--- src/rtl/deac_regs.vh ---
`ifndef DEAC_REGS_VH
`define DEAC_REGS_VH

// ****************************************
// Register addresses and reset values.
// ****************************************
`define DEAC_CTL_ADDR     8'hdf
`define DEAC_CTL_RESET    8'h00
`define DEAC_BANK_ADDR    8'hcb
`define DEAC_BANK_RESET   8'h00
`define DEAC_WIN_LAST     8'h3f

// ****************************************
// Control register fields.
// ****************************************
`define DEAC_BIT_ENA      0
`define DEAC_BIT_BUSY     1
`define DEAC_BIT_ROW_WRITE    2
`define DEAC_BIT_PSTART   3
`define DEAC_BIT_STBY     6

// ****************************************
// Bank codes and data values.
// ****************************************
`define DEAC_BANK_PAGE0   8'h01
`define DEAC_BANK_PAGE1   8'h02
`define DEAC_ROW_BYTES    8
`define DEAC_BLANK_DATA   8'hff

// ****************************************
// Programming cycle timing.
// ****************************************
`define DEAC_CLK_NS       10
`define DEAC_PROG_TIME_NS 10000
`define DEAC_PROG_CYCLES  (`DEAC_PROG_TIME_NS / `DEAC_CLK_NS)

`endif

--- src/rtl/deac_row_latch.v ---
`timescale 1ns/1ps
`include "deac_regs.vh"

// ****************************************
// Volatile row latches with written marks.
// ****************************************
module deac_row_latch #(
  parameter BYTES = `DEAC_ROW_BYTES
) (
  input  wire               i_clk,
  input  wire               i_rst_n,
  input  wire               i_clear,
  input  wire               i_load,
  input  wire [2:0]         i_index,
  input  wire [7:0]         i_data,
  output wire [BYTES*8-1:0] o_data,
  output wire [BYTES-1:0]   o_mask
);

  genvar g;
  generate
    for (g = 0; g < BYTES; g = g + 1)
    begin : g_byte
      reg [7:0] data_reg;
      reg       mark_reg;
      always @(posedge i_clk or negedge i_rst_n)
      begin
        if (!i_rst_n)
        begin
          data_reg <= 8'h00;
          mark_reg <= 1'b0;
        end
        else if (i_clear)
        begin
          data_reg <= 8'h00;
          mark_reg <= 1'b0;
        end
        else if (i_load && (i_index == g))
        begin
          data_reg <= i_data;
          mark_reg <= 1'b1;
        end
      end
      assign o_data[g*8 +: 8] = data_reg;
      assign o_mask[g]        = mark_reg;
    end
  endgenerate

endmodule // deac_row_latch

--- src/rtl/deac_prog_timer.v ---
`timescale 1ns/1ps
`include "deac_regs.vh"

// ****************************************
// Programming cycle length counter.
// ****************************************
module deac_prog_timer #(
  parameter        CW     = 16,
  parameter [15:0] CYCLES = `DEAC_PROG_CYCLES
) (
  input  wire i_clk,
  input  wire i_rst_n,
  input  wire i_start,
  output wire o_done
);

  reg [CW-1:0] cnt_reg;
  reg          run_reg;

  assign o_done = run_reg && (cnt_reg == {CW{1'b0}});

  always @(posedge i_clk or negedge i_rst_n)
  begin
    if (!i_rst_n)
    begin
      cnt_reg <= {CW{1'b0}};
      run_reg <= 1'b0;
    end
    else if (i_start)
    begin
      cnt_reg <= CYCLES[CW-1:0] - {{(CW-1){1'b0}}, 1'b1};
      run_reg <= 1'b1;
    end
    else if (o_done)
      run_reg <= 1'b0;
    else if (run_reg)
      cnt_reg <= cnt_reg - {{(CW-1){1'b0}}, 1'b1};
  end

endmodule // deac_prog_timer

--- src/rtl/deac_access.v ---
`timescale 1ns/1ps
`include "deac_regs.vh"

// How it works
// - EEPROM pages of 64 bytes appear at data addresses 00h to 3Fh.
// - Standby set: reads return blank, writes dropped; no bank selected: reads unanswered, writes dropped.
// - Control bit 6 puts the EEPROM in standby; it reads back as zero.
// - Control bit 0 enables programming; without it no cycle starts.
// - Busy bit 1 is high exactly while a programming cycle runs.
// - EEPROM accesses during busy are aborted; the running cycle completes.
// - Idle, awake EEPROM reads take the same latency as control reads.
// - Byte mode programs one byte; parallel mode up to 8 bytes of a row.
// - Data goes straight to its target address; no extra buffer RAM.
// - Control writes are ignored while busy; busy stays readable.
// - Parallel mode bit 2 enters load mode; the first loaded byte latches the row.
// - Once latched, accesses to other rows are dropped or read blank.
// - Entering parallel mode clears all eight row latches.
// - A parallel cycle programs only bytes loaded since entering the mode.
// - A row is eight bytes sharing upper address bits; A2..A0 pick a byte.
// - Start bit 3 launches the row cycle and clears itself at its end.
// - Parallel mode clears itself at the end of each parallel cycle.
// - Start is taken only with enable and parallel mode both set.
// - Clearing parallel mode before start abandons the row untouched.
// - The control register sits at DFh and resets to 00h.
// - Bank value 01 selects page 0, 02 page 1; one bit at most.
module deac_access #(
  parameter [15:0] PROG_CYCLES = `DEAC_PROG_CYCLES
) (
  input  wire        i_ref_clk,
  input  wire        i_rst_n,
  input  wire [7:0]  i_addr,
  input  wire [7:0]  i_wdata,
  input  wire        i_wr,
  input  wire        i_rd,
  output reg  [7:0]  o_rdata,
  output reg         o_rd_hit,
  output reg  [6:0]  o_arr_addr,
  output reg         o_arr_rd,
  input  wire [7:0]  i_arr_rdata,
  output reg         o_prog_go,
  output reg  [3:0]  o_prog_row,
  output reg  [63:0] o_prog_data,
  output reg  [7:0]  o_prog_mask,
  output wire        o_busy,
  output wire        o_standby
);

  // ****************************************
  // Reset release.
  // ****************************************
  reg rst_meta_reg;
  reg rst_sync_reg;

  always @(posedge i_ref_clk or negedge i_rst_n)
  begin
    if (!i_rst_n)
    begin
      rst_meta_reg <= 1'b0;
      rst_sync_reg <= 1'b0;
    end
    else
    begin
      rst_meta_reg <= 1'b1;
      rst_sync_reg <= rst_meta_reg;
    end
  end

  wire rst_n = rst_sync_reg;

  // ****************************************
  // State and control storage.
  // ****************************************
  localparam [2:0] S_IDLE = 3'b001;
  localparam [2:0] S_LOAD = 3'b010;
  localparam [2:0] S_PROG = 3'b100;
  localparam [7:0] CTL_RESET = `DEAC_CTL_RESET;

  reg  [2:0]  state_reg;
  reg  [2:0]  state_next;
  reg  [7:0]  bank_reg;
  reg         ena_reg;
  reg         standby_reg;
  reg         pstart_reg;
  reg         row_valid_reg;
  reg  [3:0]  row_reg;
  reg         rd_ee_reg;
  reg         rd_ctl_reg;
  reg         rd_blank_reg;
  reg         rd_busy_reg;
  wire [63:0] latch_data;
  wire [7:0]  latch_mask;
  wire        prog_done;

  wire busy      = state_reg[2];
  wire in_load   = state_reg[1];
  assign o_busy    = state_reg[2];
  assign o_standby = standby_reg;

  // ****************************************
  // Access decode.
  // ****************************************
  // window decode
  wire       in_win  = (i_addr <= `DEAC_WIN_LAST);
  wire       ee_sel  = (bank_reg == `DEAC_BANK_PAGE0) ||
                       (bank_reg == `DEAC_BANK_PAGE1);
  wire [3:0] cur_row = {bank_reg[1], i_addr[5:3]};
  wire       row_ok  = ~in_load | ~row_valid_reg | (cur_row == row_reg);
  wire       ee_ok   = ee_sel & ~standby_reg & ~busy;
  wire       ctl_wr  = i_wr & (i_addr == `DEAC_CTL_ADDR) & ~busy;
  wire       ee_wr   = i_wr & in_win & ee_ok & row_ok;

  wire byte_go   = ee_wr & state_reg[0] & ena_reg;
  wire par_enter = ctl_wr & i_wdata[`DEAC_BIT_ROW_WRITE] & state_reg[0];
  wire par_quit  = ctl_wr & ~i_wdata[`DEAC_BIT_ROW_WRITE] & in_load;
  wire par_go    = ctl_wr & in_load & i_wdata[`DEAC_BIT_PSTART] &
                   i_wdata[`DEAC_BIT_ENA] & i_wdata[`DEAC_BIT_ROW_WRITE] &
                   ~i_wdata[`DEAC_BIT_STBY];
  wire par_load  = ee_wr & in_load;

  // ****************************************
  // Submodules.
  // ****************************************
  // latches cleared on entry
  deac_row_latch #(
    .BYTES (`DEAC_ROW_BYTES)
  ) u_row_latch (
    .i_clk   (i_ref_clk),
    .i_rst_n (rst_n),
    .i_clear (par_enter | par_quit | (prog_done & pstart_reg)),
    .i_load  (par_load),
    .i_index (i_addr[2:0]),
    .i_data  (i_wdata),
    .o_data  (latch_data),
    .o_mask  (latch_mask)
  );

  deac_prog_timer #(
    .CW     (16),
    .CYCLES (PROG_CYCLES)
  ) u_prog_timer (
    .i_clk   (i_ref_clk),
    .i_rst_n (rst_n),
    .i_start (byte_go | par_go),
    .o_done  (prog_done)
  );

  // ****************************************
  // Mode state machine.
  // ****************************************
  always @*
  begin
    state_next = state_reg;
    case (state_reg)
      S_IDLE:
      begin
        if (byte_go)
          state_next = S_PROG;
        else if (par_enter)
          state_next = S_LOAD;
      end
      S_LOAD:
      begin
        if (par_go)
          state_next = S_PROG;
        else if (par_quit)
          state_next = S_IDLE;
      end
      S_PROG:
      begin
        if (prog_done)
          state_next = S_IDLE;
      end
      default:
        state_next = S_IDLE;
    endcase
  end

  always @(posedge i_ref_clk or negedge rst_n)
  begin
    if (!rst_n)
      state_reg <= S_IDLE;
    else
      state_reg <= state_next;
  end

  // ****************************************
  // Control and bank registers.
  // ****************************************
  always @(posedge i_ref_clk or negedge rst_n)
  begin
    if (!rst_n)
    begin
      ena_reg       <= CTL_RESET[`DEAC_BIT_ENA];
      standby_reg   <= CTL_RESET[`DEAC_BIT_STBY];
      pstart_reg    <= CTL_RESET[`DEAC_BIT_PSTART];
      bank_reg      <= `DEAC_BANK_RESET;
      row_valid_reg <= 1'b0;
      row_reg       <= 4'h0;
    end
    else
    begin
      if (ctl_wr)
      begin
        standby_reg <= i_wdata[`DEAC_BIT_STBY];
        ena_reg     <= i_wdata[`DEAC_BIT_ENA];
      end
      if (i_wr && (i_addr == `DEAC_BANK_ADDR))
        bank_reg <= i_wdata;
      if (par_go)
        pstart_reg <= 1'b1;
      else if (prog_done)
        pstart_reg <= 1'b0;
      if (par_enter || par_quit || prog_done)
        row_valid_reg <= 1'b0;
      else if (par_load && !row_valid_reg)
      begin
        row_valid_reg <= 1'b1;
        row_reg       <= cur_row;
      end
    end
  end

  // ****************************************
  // Programming request to the cell array.
  // ****************************************
  always @(posedge i_ref_clk or negedge rst_n)
  begin
    if (!rst_n)
    begin
      o_prog_go   <= 1'b0;
      o_prog_row  <= 4'h0;
      o_prog_data <= 64'h0;
      o_prog_mask <= 8'h00;
    end
    else
    begin
      o_prog_go <= byte_go | par_go;
      if (byte_go)
      begin
        o_prog_row  <= cur_row;
        o_prog_data <= {8{i_wdata}};
        o_prog_mask <= 8'h01 << i_addr[2:0];
      end
      else if (par_go)
      begin
        o_prog_row  <= row_reg;
        o_prog_data <= latch_data;
        o_prog_mask <= latch_mask;
      end
    end
  end

  // ****************************************
  // Read path, two cycles for every target.
  // ****************************************
  always @(posedge i_ref_clk or negedge rst_n)
  begin
    if (!rst_n)
    begin
      o_arr_addr   <= 7'h00;
      o_arr_rd     <= 1'b0;
      rd_ee_reg    <= 1'b0;
      rd_ctl_reg   <= 1'b0;
      rd_blank_reg <= 1'b0;
      rd_busy_reg  <= 1'b0;
      o_rdata      <= 8'h00;
      o_rd_hit     <= 1'b0;
    end
    else
    begin
      o_arr_rd     <= i_rd & in_win & ee_ok & row_ok;
      o_arr_addr   <= {bank_reg[1], i_addr[5:0]};
      rd_ee_reg    <= i_rd & in_win & ee_ok & row_ok;
      rd_blank_reg <= i_rd & in_win & ee_sel & ~(ee_ok & row_ok);
      rd_ctl_reg   <= i_rd & (i_addr == `DEAC_CTL_ADDR);
      rd_busy_reg  <= busy;
      o_rd_hit     <= rd_ee_reg | rd_blank_reg | rd_ctl_reg;
      if (rd_ee_reg)
        o_rdata <= i_arr_rdata;
      else if (rd_ctl_reg)
        o_rdata <= {6'h00, rd_busy_reg, 1'b0};
      else if (rd_blank_reg)
        o_rdata <= `DEAC_BLANK_DATA;
      else
        o_rdata <= 8'h00;
    end
  end

endmodule // deac_access

--- config.mk ---
export PLATFORM = sky130hd
export DESIGN_NAME = deac_access
export DESIGN_NICKNAME = d
export VERILOG_FILES = /design/src/rtl/deac_row_latch.v /design/src/rtl/deac_prog_timer.v /design/src/rtl/deac_access.v
export VERILOG_INCLUDE_DIRS = /design/src /design/src/rtl
export SDC_FILE = /design/constraint.sdc
export NUM_CORES = 1
export LEC_CHECK = 0
export ABC_AREA = 1
export BUFFER_PORTS_ARGS = -buffer_cell sky130_fd_sc_hd__buf_2
export CAP_MARGIN = 15
export CORE_MARGIN = 4
export CORE_UTILIZATION = 40
export CTS_BUF_LIST = sky130_fd_sc_hd__clkbuf_2 sky130_fd_sc_hd__clkbuf_4 sky130_fd_sc_hd__clkbuf_8
export CTS_CLUSTER_SIZE = 10
export DETAILED_ROUTE_END_ITERATION = 6
export PLACE_DENSITY_LB_ADDON = 0.12
export REMOVE_ABC_BUFFERS = 1
export SLEW_MARGIN = 15
export SYNTH_ARGS = -nofsm -noshare
export SYNTH_HDL_FRONTEND = slang
export SYNTH_SLANG_ARGS = --single-unit
--- constraint.sdc ---
create_clock -name i_ref_clk -period 14.89 [get_ports i_ref_clk]
set_input_delay 0.7445 -clock i_ref_clk [delete_from_list [all_inputs] [get_ports i_ref_clk]]
set_output_delay 0.7445 -clock i_ref_clk [all_outputs]
set_load 0.005 [all_outputs]
# Word-level counts from Yosys, hierarchy flattened
# Index checks and enable logic that the tools add are counted.
word_totals:
  register_bits: 207
classes:
  add_sub_neg: 1
  n_lt_le_gt_ge: 1
  n_eq_ne: 19
  shifts: 1
  muxes: 55
  bitwise_logic: 42
  n_reduce_logical: 33
op_table:
  columns: ["cell", "count"]
  rows:
  - ["two-way mux 8 bit", 21]
  - ["two-way mux 64 bit", 2]
  - ["two-way mux 16 bit", 3]
  - ["bitwise AND 1 bit", 27]
  - ["nonzero test 2 bit", 13]
  - ["two-way mux 1 bit", 21]
  - ["equality test 8 bit (second input constant)", 2]
  - ["zero test 16 bit", 1]
  - ["subtractor 16 x 1 -> 16 bit (second input constant)", 1]
  - ["equality test 3 bit (second input constant)", 5]
  - ["two-way mux 3 bit", 5]
  - ["logical AND 1 bit", 11]
  - ["equality test 3 x 2 -> 1 bit (second input constant)", 3]
  - ["one-hot mux 3 bit (3 select lines)", 1]
  - ["equality test 8 x 1 -> 1 bit (second input constant)", 1]
  - ["equality test 8 x 2 -> 1 bit (second input constant)", 1]
  - ["less-or-equal comparator 8 x 6 -> 1 bit (second input constant)", 1]
  - ["two-way mux 4 bit", 2]
  - ["NOT 1 bit", 8]
  - ["left shift 1 x 3 -> 8 bit (first input constant)", 1]
  - ["bitwise OR 1 bit", 7]
  - ["equality test 3 x 1 -> 1 bit (second input constant)", 2]
  - ["inequality test 3 bit (second input constant)", 2]
  - ["equality test 4 bit", 1]
  - ["other kinds (7)", 10]

# Longest topological paths before layout
# Gate-level depths: netlist of the first run.
logic_depth:
  ltp_word: 11
  ltp_mapped: 14

# Hierarchy
# From an unflattened synthesis of the first run, not the netlist that was laid out.
hier_totals:
  hier_cells: 1219
  hier_area_um2: 9644.2
modules_own_cells:
  columns: ["mod", "instances", "cells_per_inst", "area_each_um2"]
  rows:
  - ["deac_access", 1, 707, 5505.3]
  - ["deac_row_latch", 1, 345, 2989.1]
  - ["deac_prog_timer", 1, 167, 1149.9]

# Least setup slack after synthesis of the first run
# No wires, ideal clock.
synth_path:
  kind: "in2reg"
  from: "input port i_addr[4]"
  to: "register o_prog_data[18]"
  setup_ns: 0.066
  arrival_ns: 2.031
  required_ns: 14.824
  path_slack_ns: 12.792
  path_stages: 12
  path_buffers: 3
  cell_sequence: "buf_4 -> inv_1 -> nand2_1 -> nand2_1 -> nor2_1 -> nand2_1 -> nand2_1 -> nand4_1 -> buf_2 -> buf_1 -> nand3_1 -> nand2_1"
synth_between:
  elab_chain_len: 9
synth_lines:
  columns: ["element", "line", "source"]
  rows:
  - ["start, declared", "deac_access.v:31", "input wire [7:0] i_addr,"]
  - ["parallel branches: the longest is 9 deep, another holds less-or-equal comparator 8 x 6 -> 1 bit", null, null]
  - ["end signal, assigned", "deac_access.v:241", "o_prog_data <= {8{i_wdata}};"]
  - ["end signal, assigned", "deac_access.v:247", "o_prog_data <= latch_data;"]
  - ["end, declared", "deac_access.v:42", "output reg [63:0] o_prog_data,"]
# Several ways; the timed one is not identified.
# A chain may end at the register's enable or synchronous reset.

# Final worst setup path of the first run
layout_path:
  from: "register bank_reg[1]"
  to: "register o_prog_data[49]"
layout_between:
  elab_chain_len: 9
layout_lines:
  columns: ["element", "line", "source"]
  rows:
  - ["start, declared", "deac_access.v:80", "reg [7:0] bank_reg;"]
  - ["start signal, assigned", "deac_access.v:196", "bank_reg <= `DEAC_BANK_RESET;"]
  - ["start signal, assigned", "deac_access.v:208", "bank_reg <= i_wdata;"]
  - ["equality test 8 x 1 -> 1 bit (no source line) or equality test 8 x 2 -> 1 bit (tied branches)", null, null]
  - ["logical OR 1 bit", "deac_access.v:104", "wire ee_sel = (bank_reg == `DEAC_BANK_PAGE0) ||"]
  - ["bitwise AND 1 bit (2 in a row)", "deac_access.v:108", "wire ee_ok = ee_sel & ~standby_reg & ~busy;"]
  - ["bitwise AND 1 bit", "deac_access.v:110", "wire ee_wr = i_wr & in_win & ee_ok & row_ok;"]
  - ["bitwise AND 1 bit (*)", "deac_access.v:110", null]
  - ["bitwise AND 1 bit (*) (2 in a row)", "deac_access.v:112", "wire byte_go = ee_wr & state_reg[0] & ena_reg;"]
  - ["two-way mux 64 bit or nonzero test 2 bit (tied branches)", null, null]
# Mark *: on every way between the ends. The rest lies on a longest branch, timed or not.

==> results of run 1 <==
## synthesized netlist by cell type
cell,n
ha_1,1
nand3_2,1
nor2_4,8
inv_2,2
clkinv_1,3
o211ai_1,2
nand3b_1,3
nor4_1,2
xnor2_1,3
o21bai_1,1
buf_4,6
nor3b_1,2
o21ai_0,15
nor2_2,1
inv_1,76
nand3_1,168
dfrtp_1,206
nor3_1,15
a21oi_1,4
nor2_1,79
conb_1,1
clkbuf_1,10
a21oi_4,1
buf_6,1
nand3_4,1
nand2_1,522
buf_2,14
nand4_1,13
dfstp_2,1
buf_1,9
o21a_1,1
nand4_2,2
xor2_1,3
## layer usage
layer,vias up,routed length (µm)
met5,-,0
met4,0,823
met3,65,1240
met2,214,12100
met1,3737,12500
li1,3994,-
## worst max-delay path by stage
| stage | endpoint | slack [ns] |
|---|---|---|
| 2_1_floorplan | bank_reg[0] | 8.70 |
| 3_3_place_gp | o_prog_data[44] | 11.57 |
| 3_5_place_dp | o_prog_data[49] | 11.50 |
| 4_1_cts | o_prog_data[49] | 11.84 |
| 5_1_grt | o_prog_data[49] | 11.48 |
| 6_report | o_prog_data[49] | 11.90 |
## cell families (layout without fill, tap and decap cells)
group                    after synthesis  after routing  synth area share (%)
AO/OA/AOI/OAI                         24             24                  1.51
adder cells (fa/ha/maj)                1              1                 0.134
other                                  1              1                0.0401
buffers and inverters                121            278                  5.37
flip-flops                           207            207                  55.4
XOR/XNOR                               6              6                 0.562
AND/OR/NAND/NOR                      817            817                  36.9
## per-stage QoR
stage          instance area [µm²]  hold WS [ns]  instances  worst slack [ns]  util [%]
2_1_floorplan                 9150         0.331       1137              8.70         -
3_3_place_gp                 10200         0.314       1581             11.57      44.9
3_5_place_dp                 10200         0.321       1581             11.50      44.9
4_1_cts                      11000         0.322       1647             11.84      48.4
5_1_grt                      11000         0.348       1647             11.48      48.4
6_report                     11000         0.291       1647             11.90      48.4
## layout make-up
type / count / area (µm²) / share of cell area [%]
Tap cell: 313 / 392 / 3.55
Clock inverter: 6 / 63.8 / 0.578
Clock buffer: 59 / 737 / 6.68
Timing Repair Buffer: 132 / 686 / 6.21
Sequential cell: 207 / 5180 / 47.0
Multi-Input combinational cell: 849 / 3670 / 33.2
Inverter: 81 / 304 / 2.76
## worst max-delay path, stage by stage, from the launching register on
cell	delay, ns
dfrtp_1	0.56
nand2_1	0.11
nand3_2	0.11
nor2_1	0.04
nand2_1	0.13
nor2_1	0.08
nand4_1	0.08
buf_4	0.52
nand2_1	0.60
buf_4	0.43
nand2_1	0.12
nand2_1	0.05
## power breakdown
part / internal (mW) / leakage (nW) / switching, mW
combinational: 0.0243 / 3.25 / 0.0480
clock: 0.332 / 0.420 / 0.245
sequential: 0.581 / 2.77 / 0.0194
total: 0.937 / 6.45 / 0.312
==> results.yml, run 1 <==
outcome:
  status: "finished, final reports clean"
timing:
  fin_worst_skew_ns: 0.0215
  max_freq_mhz: 335
  hold_viol: 0
  rsz0062_at_grt: "false"
  drv_slew: 0
  fin_crit_sh_pct: 20.1
  period_minus_slack_ns: 2.99
  tightest_slew_ns: 1.01
  slew_headroom_pct: 32.5
  fin_tns_setup_ns: 0
  finalSetupViolCount: 0
global_route:
  gr-usage-met2_pct: 33.5
  grt_antenna_before_repair: 0
  grt_max_degree: 79
  use_met3_pct: 3.72
  grt_pass1_wl_um: 43600
  grt.total_usage_pct: 20.9
  grt_use_met1_pct: 28.4
  grt_busiest_layer: "met2"
  overflow: 0
  grt_pass1_vias: 8202
floorplanning:
  initial_core_util_pct: 41.0
  die_x_um: 161
  dieArea_mm2: 0.0259
  coreArea_mm2: 0.0228
  rows: 55
  io_pins: 124
  die_h_um: 161
setup_path:
  crit_fanout: 57
  start_kind: "register"
  r2r_end: "o_prog_data[49]"
  r2r_start: "bank_reg[1]"
  startpoint: "bank_reg[1]"
  reg2regPathDepth: 11
  arrival_ns: 3.41
  required_ns: 15.31
  cp-end-kind: "register"
  reg2reg_slack_ns: 11.90
  crit_type: "register to register"
synthesis:
  synth_seq_area_share_pct: 55.4
  ys_types: 33
  syn_area_per_cell_um2: 7.94
  synth_area_leaders: "dfrtp_1 55%, nand2_1 21%, nand3_1 9.0%"
  syn_area_mm2: 0.00935
  synth_top_area_share_pct: 55.2
  syn_inst: 1177
  yosys.area.top_type: "dfrtp_1"
  yosysWarnings: 0
  yosys_register_bits: 207
cts:
  cts_tree: "yes"
  insertion_delay_ns: 0.54
  cts.clk_slew.worst_paths_ns: 0.06
  clock_sinks: 207
  cts-root-buf: "clkbuf_8"
  hold_buffers: 1
  post_cts_buffers: 0
  numCtsBuffers: 38
  htreeDepth: 2
  cts-resized-gates: 0
  clockBufferDepth: 3
drt:
  drtAntennaViolNets: 0
  drt-total-wl_um: 26600
  wl_per_cell_um: 16.1
  dr.pass1.iters: 5
  route.detailed.drc: 0
  vias_per_cell: 4.86
  drtIter0Drc: 626
  vias: 8010
finish:
  layout-drive-gt1-share_pct: 16.0
  n_antenna_cell: 0
  final_common_cell: "nand2_1"
  fillers: 2298
  area_growth_pct: 18.1
  nets: 1338
  layout_common_cells: "522 x nand2_1, 205 x dfrtp_1, 168 x nand3_1"
place:
  place_hpwl_um: 16900
  io_buffers: 123
  gp_congestion: 0.871
power_and_ir_drop:
  p_total_mw: 1.25
  irDropWorstVdd_v: 0.0000581
  p_leak_nw: 6.45
  p_per_area_mw_per_mm2: 113
run:
  cap_violations: 0
min_path:
  hp-class: "register to async pin"
No activity file was read; power rests on OpenSTA's default activity.
==> run 2: changes to the inputs <==
--- a/config.mk
+++ b/config.mk
@@ -6,7 +6,7 @@
 export SDC_FILE = /design/constraint.sdc
 export NUM_CORES = 1
 export LEC_CHECK = 0
-export ABC_AREA = 1
+export ABC_AREA = 0
 export BUFFER_PORTS_ARGS = -buffer_cell sky130_fd_sc_hd__buf_2
 export CAP_MARGIN = 15
 export CORE_MARGIN = 4
==> constraint.sdc (replaced) <==
create_clock -name i_ref_clk -period 2.9 [get_ports i_ref_clk]
set_input_delay 0.145 -clock i_ref_clk [delete_from_list [all_inputs] [get_ports i_ref_clk]]
set_output_delay 0.145 -clock i_ref_clk [all_outputs]
set_load 0.005 [all_outputs]
==> results.yml, run 2 <==
outcome:
  status: "finished, final reports clean"
cts:
  hold_buffers: 19
  cts.clk_slew.worst_paths_ns: 0.06
  numCtsBuffers: 39
  cts-resized-gates: 0
  post_cts_buffers: 0
  cts_tree: "yes"
  clock_sinks: 207
  cts-root-buf: "clkbuf_8"
  insertion_delay_ns: 0.53
  clockBufferDepth: 3
  htreeDepth: 2
finish:
  layout-drive-gt1-share_pct: 25.9
  layout_common_cells: "205 x dfrtp_1, 143 x nand2_1, 123 x buf_2"
  nets: 1010
  multi_input_area_mm2: 0.00333
  fillers: 2064
  area_growth_pct: 23.4
  final_cells: 1291
  n_antenna_cell: 0
  final_common_cell: "dfrtp_1"
  seq_area_mm2: 0.00518
place:
  place_hpwl_um: 14800
  gp_congestion: 0.766
  placed_cells: 1201
  io_buffers: 123
global_route:
  grt_max_degree: 73
  grt_antenna_before_repair: 0
  overflow: 0
  grt.total_usage_pct: 19.3
  grt_pass1_wl_um: 37900
  grt_pass1_vias: 6845
timing:
  hold_viol: 0
  slew_headroom_pct: 40.3
  drv_slew: 0
  rsz0062_at_grt: "false"
  max_freq_mhz: 395
  fin_crit_sh_pct: 87.3
  fin_tns_setup_ns: 0
  tightest_slew_ns: 0.892
  fin_worst_skew_ns: 0.0120
  period_minus_slack_ns: 2.53
  finalSetupViolCount: 0
setup_path:
  crit_fanout: 22
  crit_family: "compound AO/OA/AOI/OAI gates"
  required_ns: 3.28
  path_cells: "xor2_1 > o41a_1 > a2111o_2 > nor2_1 > a31oi_1"
  slowest_stage: "a2111o_2"
  r2r_end: "o_prog_data[45]"
  reg2reg_slack_ns: 0.37
  reg2regPathDepth: 5
  arrival_ns: 2.91
  path_buf_inv: 0
  startpoint: "bank_reg[1]"
  r2r_start: "bank_reg[1]"
  cp-end-kind: "register"
  crit_type: "register to register"
  start_kind: "register"
  critical-path-max-stage-delay_ns: 0.73
synthesis:
  synth_area_leaders: "dfrtp_1 58%, mux2i_1 8.4%, nand2_1 6.1%"
  yosysMostFrequentCell: "dfrtp_1"
  ys.flop_type: "dfrtp_1"
  synth_edf_count: 0
  synth.top_cells.by_count: "206 x dfrtp_1, 143 x nand2_1, 99 x nor2_1, 74 x mux2i_1, 56 x a31oi_1"
  syn_area_per_cell_um2: 10.8
  synth_seq_area_share_pct: 58.6
  yosys_register_bits: 207
  syn_area_mm2: 0.00884
  ys_types: 54
  synth_top_area_share_pct: 58.3
  yosysWarnings: 0
  synthArstFlopShare_pct: 100
  yosys.area.top_type: "dfrtp_1"
  syn_inst: 820
drt:
  drtAntennaViolNets: 0
  wl_per_cell_um: 17.9
  drt-total-wl_um: 23100
  route.detailed.drc: 0
  drtIter0Drc: 304
  vias: 6678
  dr.pass1.iters: 4
  vias_per_cell: 5.17
power_and_ir_drop:
  irDropWorstVdd_v: 0.000365
  p_per_area_mw_per_mm2: 567
  p_leak_nw: 5.64
  p_total_mw: 6.18
min_path:
  hp-class: "input port to register"
  worstHoldEndpoint: "u_row_latch.g_byte[1].data_reg[1]"
  hold_depth: 3
  min_from: "i_wdata[1]"
run:
  cap_violations: 0
floorplanning:
  io_pins: 124
  rows: 54
  die_x_um: 157
  initial_core_util_pct: 40.6
  die_h_um: 157
  dieArea_mm2: 0.0245
  coreArea_mm2: 0.0218
run 2: cell count changes after synthesis, sizes merged, moves of 10 or more:
| cell | change |
|---|---|
| a21oi | +10 |
| a31oi | +56 |
| clkbuf | +24 |
| inv | -67 |
| mux2 | +14 |
| mux2i | +74 |
| nand2 | -379 |
| nand3 | -158 |
| nor2 | +11 |
| o21ai | -10 |
run 2: worst register-to-register path, cell delays in order, from the launching register on:
cell,delay (ns)
dfrtp_1,0.45
xor2_1,0.18
o41a_1,0.41
a2111o_2,0.73
nor2_1,0.50
a31oi_1,0.12
run 2: layer usage:
layer	part of all wire [%]	global-route usage (%)	vias up
met2	46	29.8	145
met3	5.2	4.54	29
met1	48	28.0	3325
met5	0	0	-
met4	1.5	4.17	0
li1	-	-	3179
run 2: report_power, final:
part           total [mW]  internal [mW]  leakage, nW  switching [mW]
sequential           2.92           2.90         2.76          0.0181
clock                3.09           1.86        0.464            1.23
combinational       0.167         0.0572         2.42           0.110
total                6.18           4.82         5.64            1.36
run 2: logic make-up after synthesis:
| logic type | Yosys count | synth area share [%] |
|---|---|---|
| muxes | 88 | 10.2 |
| adders and majority gates | 1 | 0.142 |
| and+or+nand+nor | 315 | 16.0 |
| buffers and inverters | 70 | 4.04 |
| AOI/OAI and AO/OA | 121 | 9.33 |
| DFF | 207 | 58.6 |
| xor gates and xnor gates | 17 | 1.69 |
| other | 1 | 0.0424 |
run 2: cell type report:
cell class / count / share of cell area, %
timing repair buffer: 179 / 10.3
clock buffer: 65 / 7.46
inverter: 11 / 0.379
multi-input combinational: 543 / 30.5
clock inverter: 6 / 0.562
sequential: 207 / 47.6
tap: 280 / 3.21
run 2: per-stage QoR:
| stage | hold slack [ns] | cell area (µm²) | util, % | worst slack, ns |
|---|---|---|---|---|
| after floorplan | -0.151 | 8520 | - | -3.29 |
| after global placement | -0.0690 | 9840 | 45.2 | 0.465 |
| after detailed placement | -0.0673 | 9840 | 45.2 | 0.406 |
| after CTS | 0.00459 | 10900 | 50.1 | 0.397 |
| after global routing | 0.00265 | 10900 | 50.1 | 0.235 |
| final | 0.0284 | 10900 | 50.1 | 0.367 |
run 2: worst max-delay path by stage:
stage                                  to  slack [ns]  cells after the start
after floorplan               bank_reg[0]       -3.29                      0
after global routing      o_prog_data[50]        0.24                      5
after global placement    o_prog_data[26]        0.47                      5
after detailed placement   o_prog_data[2]        0.41                      5
final                     o_prog_data[45]        0.37                      5
after CTS                 o_prog_data[45]        0.40                      5
==> run 3: changes to the inputs <==
--- a/config.mk
+++ b/config.mk
@@ -7,13 +7,13 @@
 export NUM_CORES = 1
 export LEC_CHECK = 0
 export ABC_AREA = 0
-export BUFFER_PORTS_ARGS = -buffer_cell sky130_fd_sc_hd__buf_2
 export CAP_MARGIN = 15
 export CORE_MARGIN = 4
 export CORE_UTILIZATION = 40
 export CTS_BUF_LIST = sky130_fd_sc_hd__clkbuf_2 sky130_fd_sc_hd__clkbuf_4 sky130_fd_sc_hd__clkbuf_8
 export CTS_CLUSTER_SIZE = 10
 export DETAILED_ROUTE_END_ITERATION = 6
+export DONT_BUFFER_PORTS = 1
 export PLACE_DENSITY_LB_ADDON = 0.12
 export REMOVE_ABC_BUFFERS = 1
 export SLEW_MARGIN = 15
==> results.yml, run 3 (synthesized netlist as in run 2, its figures left out) <==
place:
  place_hpwl_um: 14700
  gp_congestion: 0.804
  io_buffers: 0
  placed_cells: 1073
floorplanning:
  coreArea_mm2: 0.0218
  initial_core_util_pct: 40.6
  die_h_um: 157
  dieArea_mm2: 0.0245
  io_pins: 124
  die_x_um: 157
  rows: 54
setup_path:
  cp-end-kind: "register"
  arrival_ns: 2.93
  required_ns: 3.27
  reg2reg_slack_ns: 0.35
  start_kind: "register"
  crit_type: "register to register"
  crit_fanout: 21
cts:
  numCtsBuffers: 37
  cts-root-buf: "clkbuf_8"
  insertion_delay_ns: 0.52
  htreeDepth: 2
  cts.clk_slew.worst_paths_ns: 0.06
  clock_sinks: 207
  post_cts_buffers: 0
  clockBufferDepth: 3
  cts_tree: "yes"
timing:
  fin_crit_sh_pct: 88.1
  drv_slew: 0
  tightest_slew_ns: 0.858
  hold_viol: 0
  rsz0062_at_grt: "false"
  max_freq_mhz: 391
  fin_worst_skew_ns: 0.0165
  slew_headroom_pct: 42.6
  fin_tns_setup_ns: 0
  hold_ws_ns: 0.0384
  period_minus_slack_ns: 2.55
  finalSetupViolCount: 0
global_route:
  grt_pass1_wl_um: 37400
  overflow: 0
  grt.total_usage_pct: 19.4
  grt_pass1_vias: 6590
  grt_max_degree: 81
  grt_antenna_before_repair: 2
finish:
  nets: 890
  area_growth_pct: 16.2
  final_common_cell: "dfrtp_1"
  final_cells: 1167
  layout-drive-gt1-share_pct: 14.3
  layout_common_cells: "205 x dfrtp_1, 143 x nand2_1, 99 x nor2_1"
  fin_util_pct: 47.2
power_and_ir_drop:
  irDropWorstVdd_v: 0.000259
  p_per_area_mw_per_mm2: 574
  p_total_mw: 5.90
  p_leak_nw: 4.98
drt:
  drt-total-wl_um: 23700
  vias_per_cell: 5.46
  drtIter0Drc: 414
  dr.pass1.iters: 4
  drtAntennaViolNets: 0
  wl_per_cell_um: 20.3
  vias: 6374
  route.detailed.drc: 0
min_path:
  hp-class: "input port to register"
run:
  cap_violations: 0
outcome:
  status: "finished, final reports clean"
-- run 3: cell type report --
type	instances	area, µm²
fillers	2034	11500
flip-flops and latches	207	5180
multi-input cells	543	3330
clock buffers	59	749
repair buffers	61	581
well taps	280	350
inverters	11	41.3
clock inverters	5	30.0
diodes	1	2.50
-- run 3: repair_timing --
action / 4_1_cts / 5_1_grt
resized for setup: 0 / 0
hold buffers: 29 / 0
hold endpoints to repair: 173 / 0
setup endpoints to repair: 0 / 0
-- run 3: through the flow --
stage	setup slack, ns	cell area, µm²
2_1_floorplan	-3.29	8520
4_1_cts	0.353	10300
5_1_grt	0.182	10300
3_5_place_dp	0.375	9200
3_3_place_gp	0.354	9200
6_report	0.346	10300
-- run 3: per-layer routing --
layer  GRT usage (%)  vias up  part of all wire [%]  wire [µm]
met2            31.0      168                    48      11400
li1                -     2921                     -          -
met1            25.4     3252                    42      10100
met4            5.54        2                   1.6        371
met5               0        -                 0.029          7
met3            6.53       31                   7.9       1880
-- run 3: path summary, 6_finish.rpt --
| check | startpoint | to | cells after the start |
|---|---|---|---|
| hold reg to reg | rst_n | o_prog_data[16] | 1 |
| min in group asynchronous | rst_n | o_prog_data[16] | 1 |
| hold / removal | i_wr | ena_reg | 3 |
| setup / recovery | row_reg[1] | o_prog_data[7] | 5 |
| max in group asynchronous | rst_n | o_prog_data[20] | 1 |
| setup reg to reg | row_reg[1] | o_prog_data[7] | 5 |
-- run 3: power by group --
group / leakage [nW] / switching, mW / internal, mW
sequential: 2.76 / 0.00992 / 2.90
combinational: 1.81 / 0.108 / 0.0529
clock: 0.410 / 1.19 / 1.63
-- run 3: worst max-delay path, stage by stage, from the launching register on --
cell	delay, ns
dfrtp_1	0.40
xor2_1	0.18
o41a_1	0.45
a2111o_2	0.73
nor2_1	0.55
a31oi_1	0.09
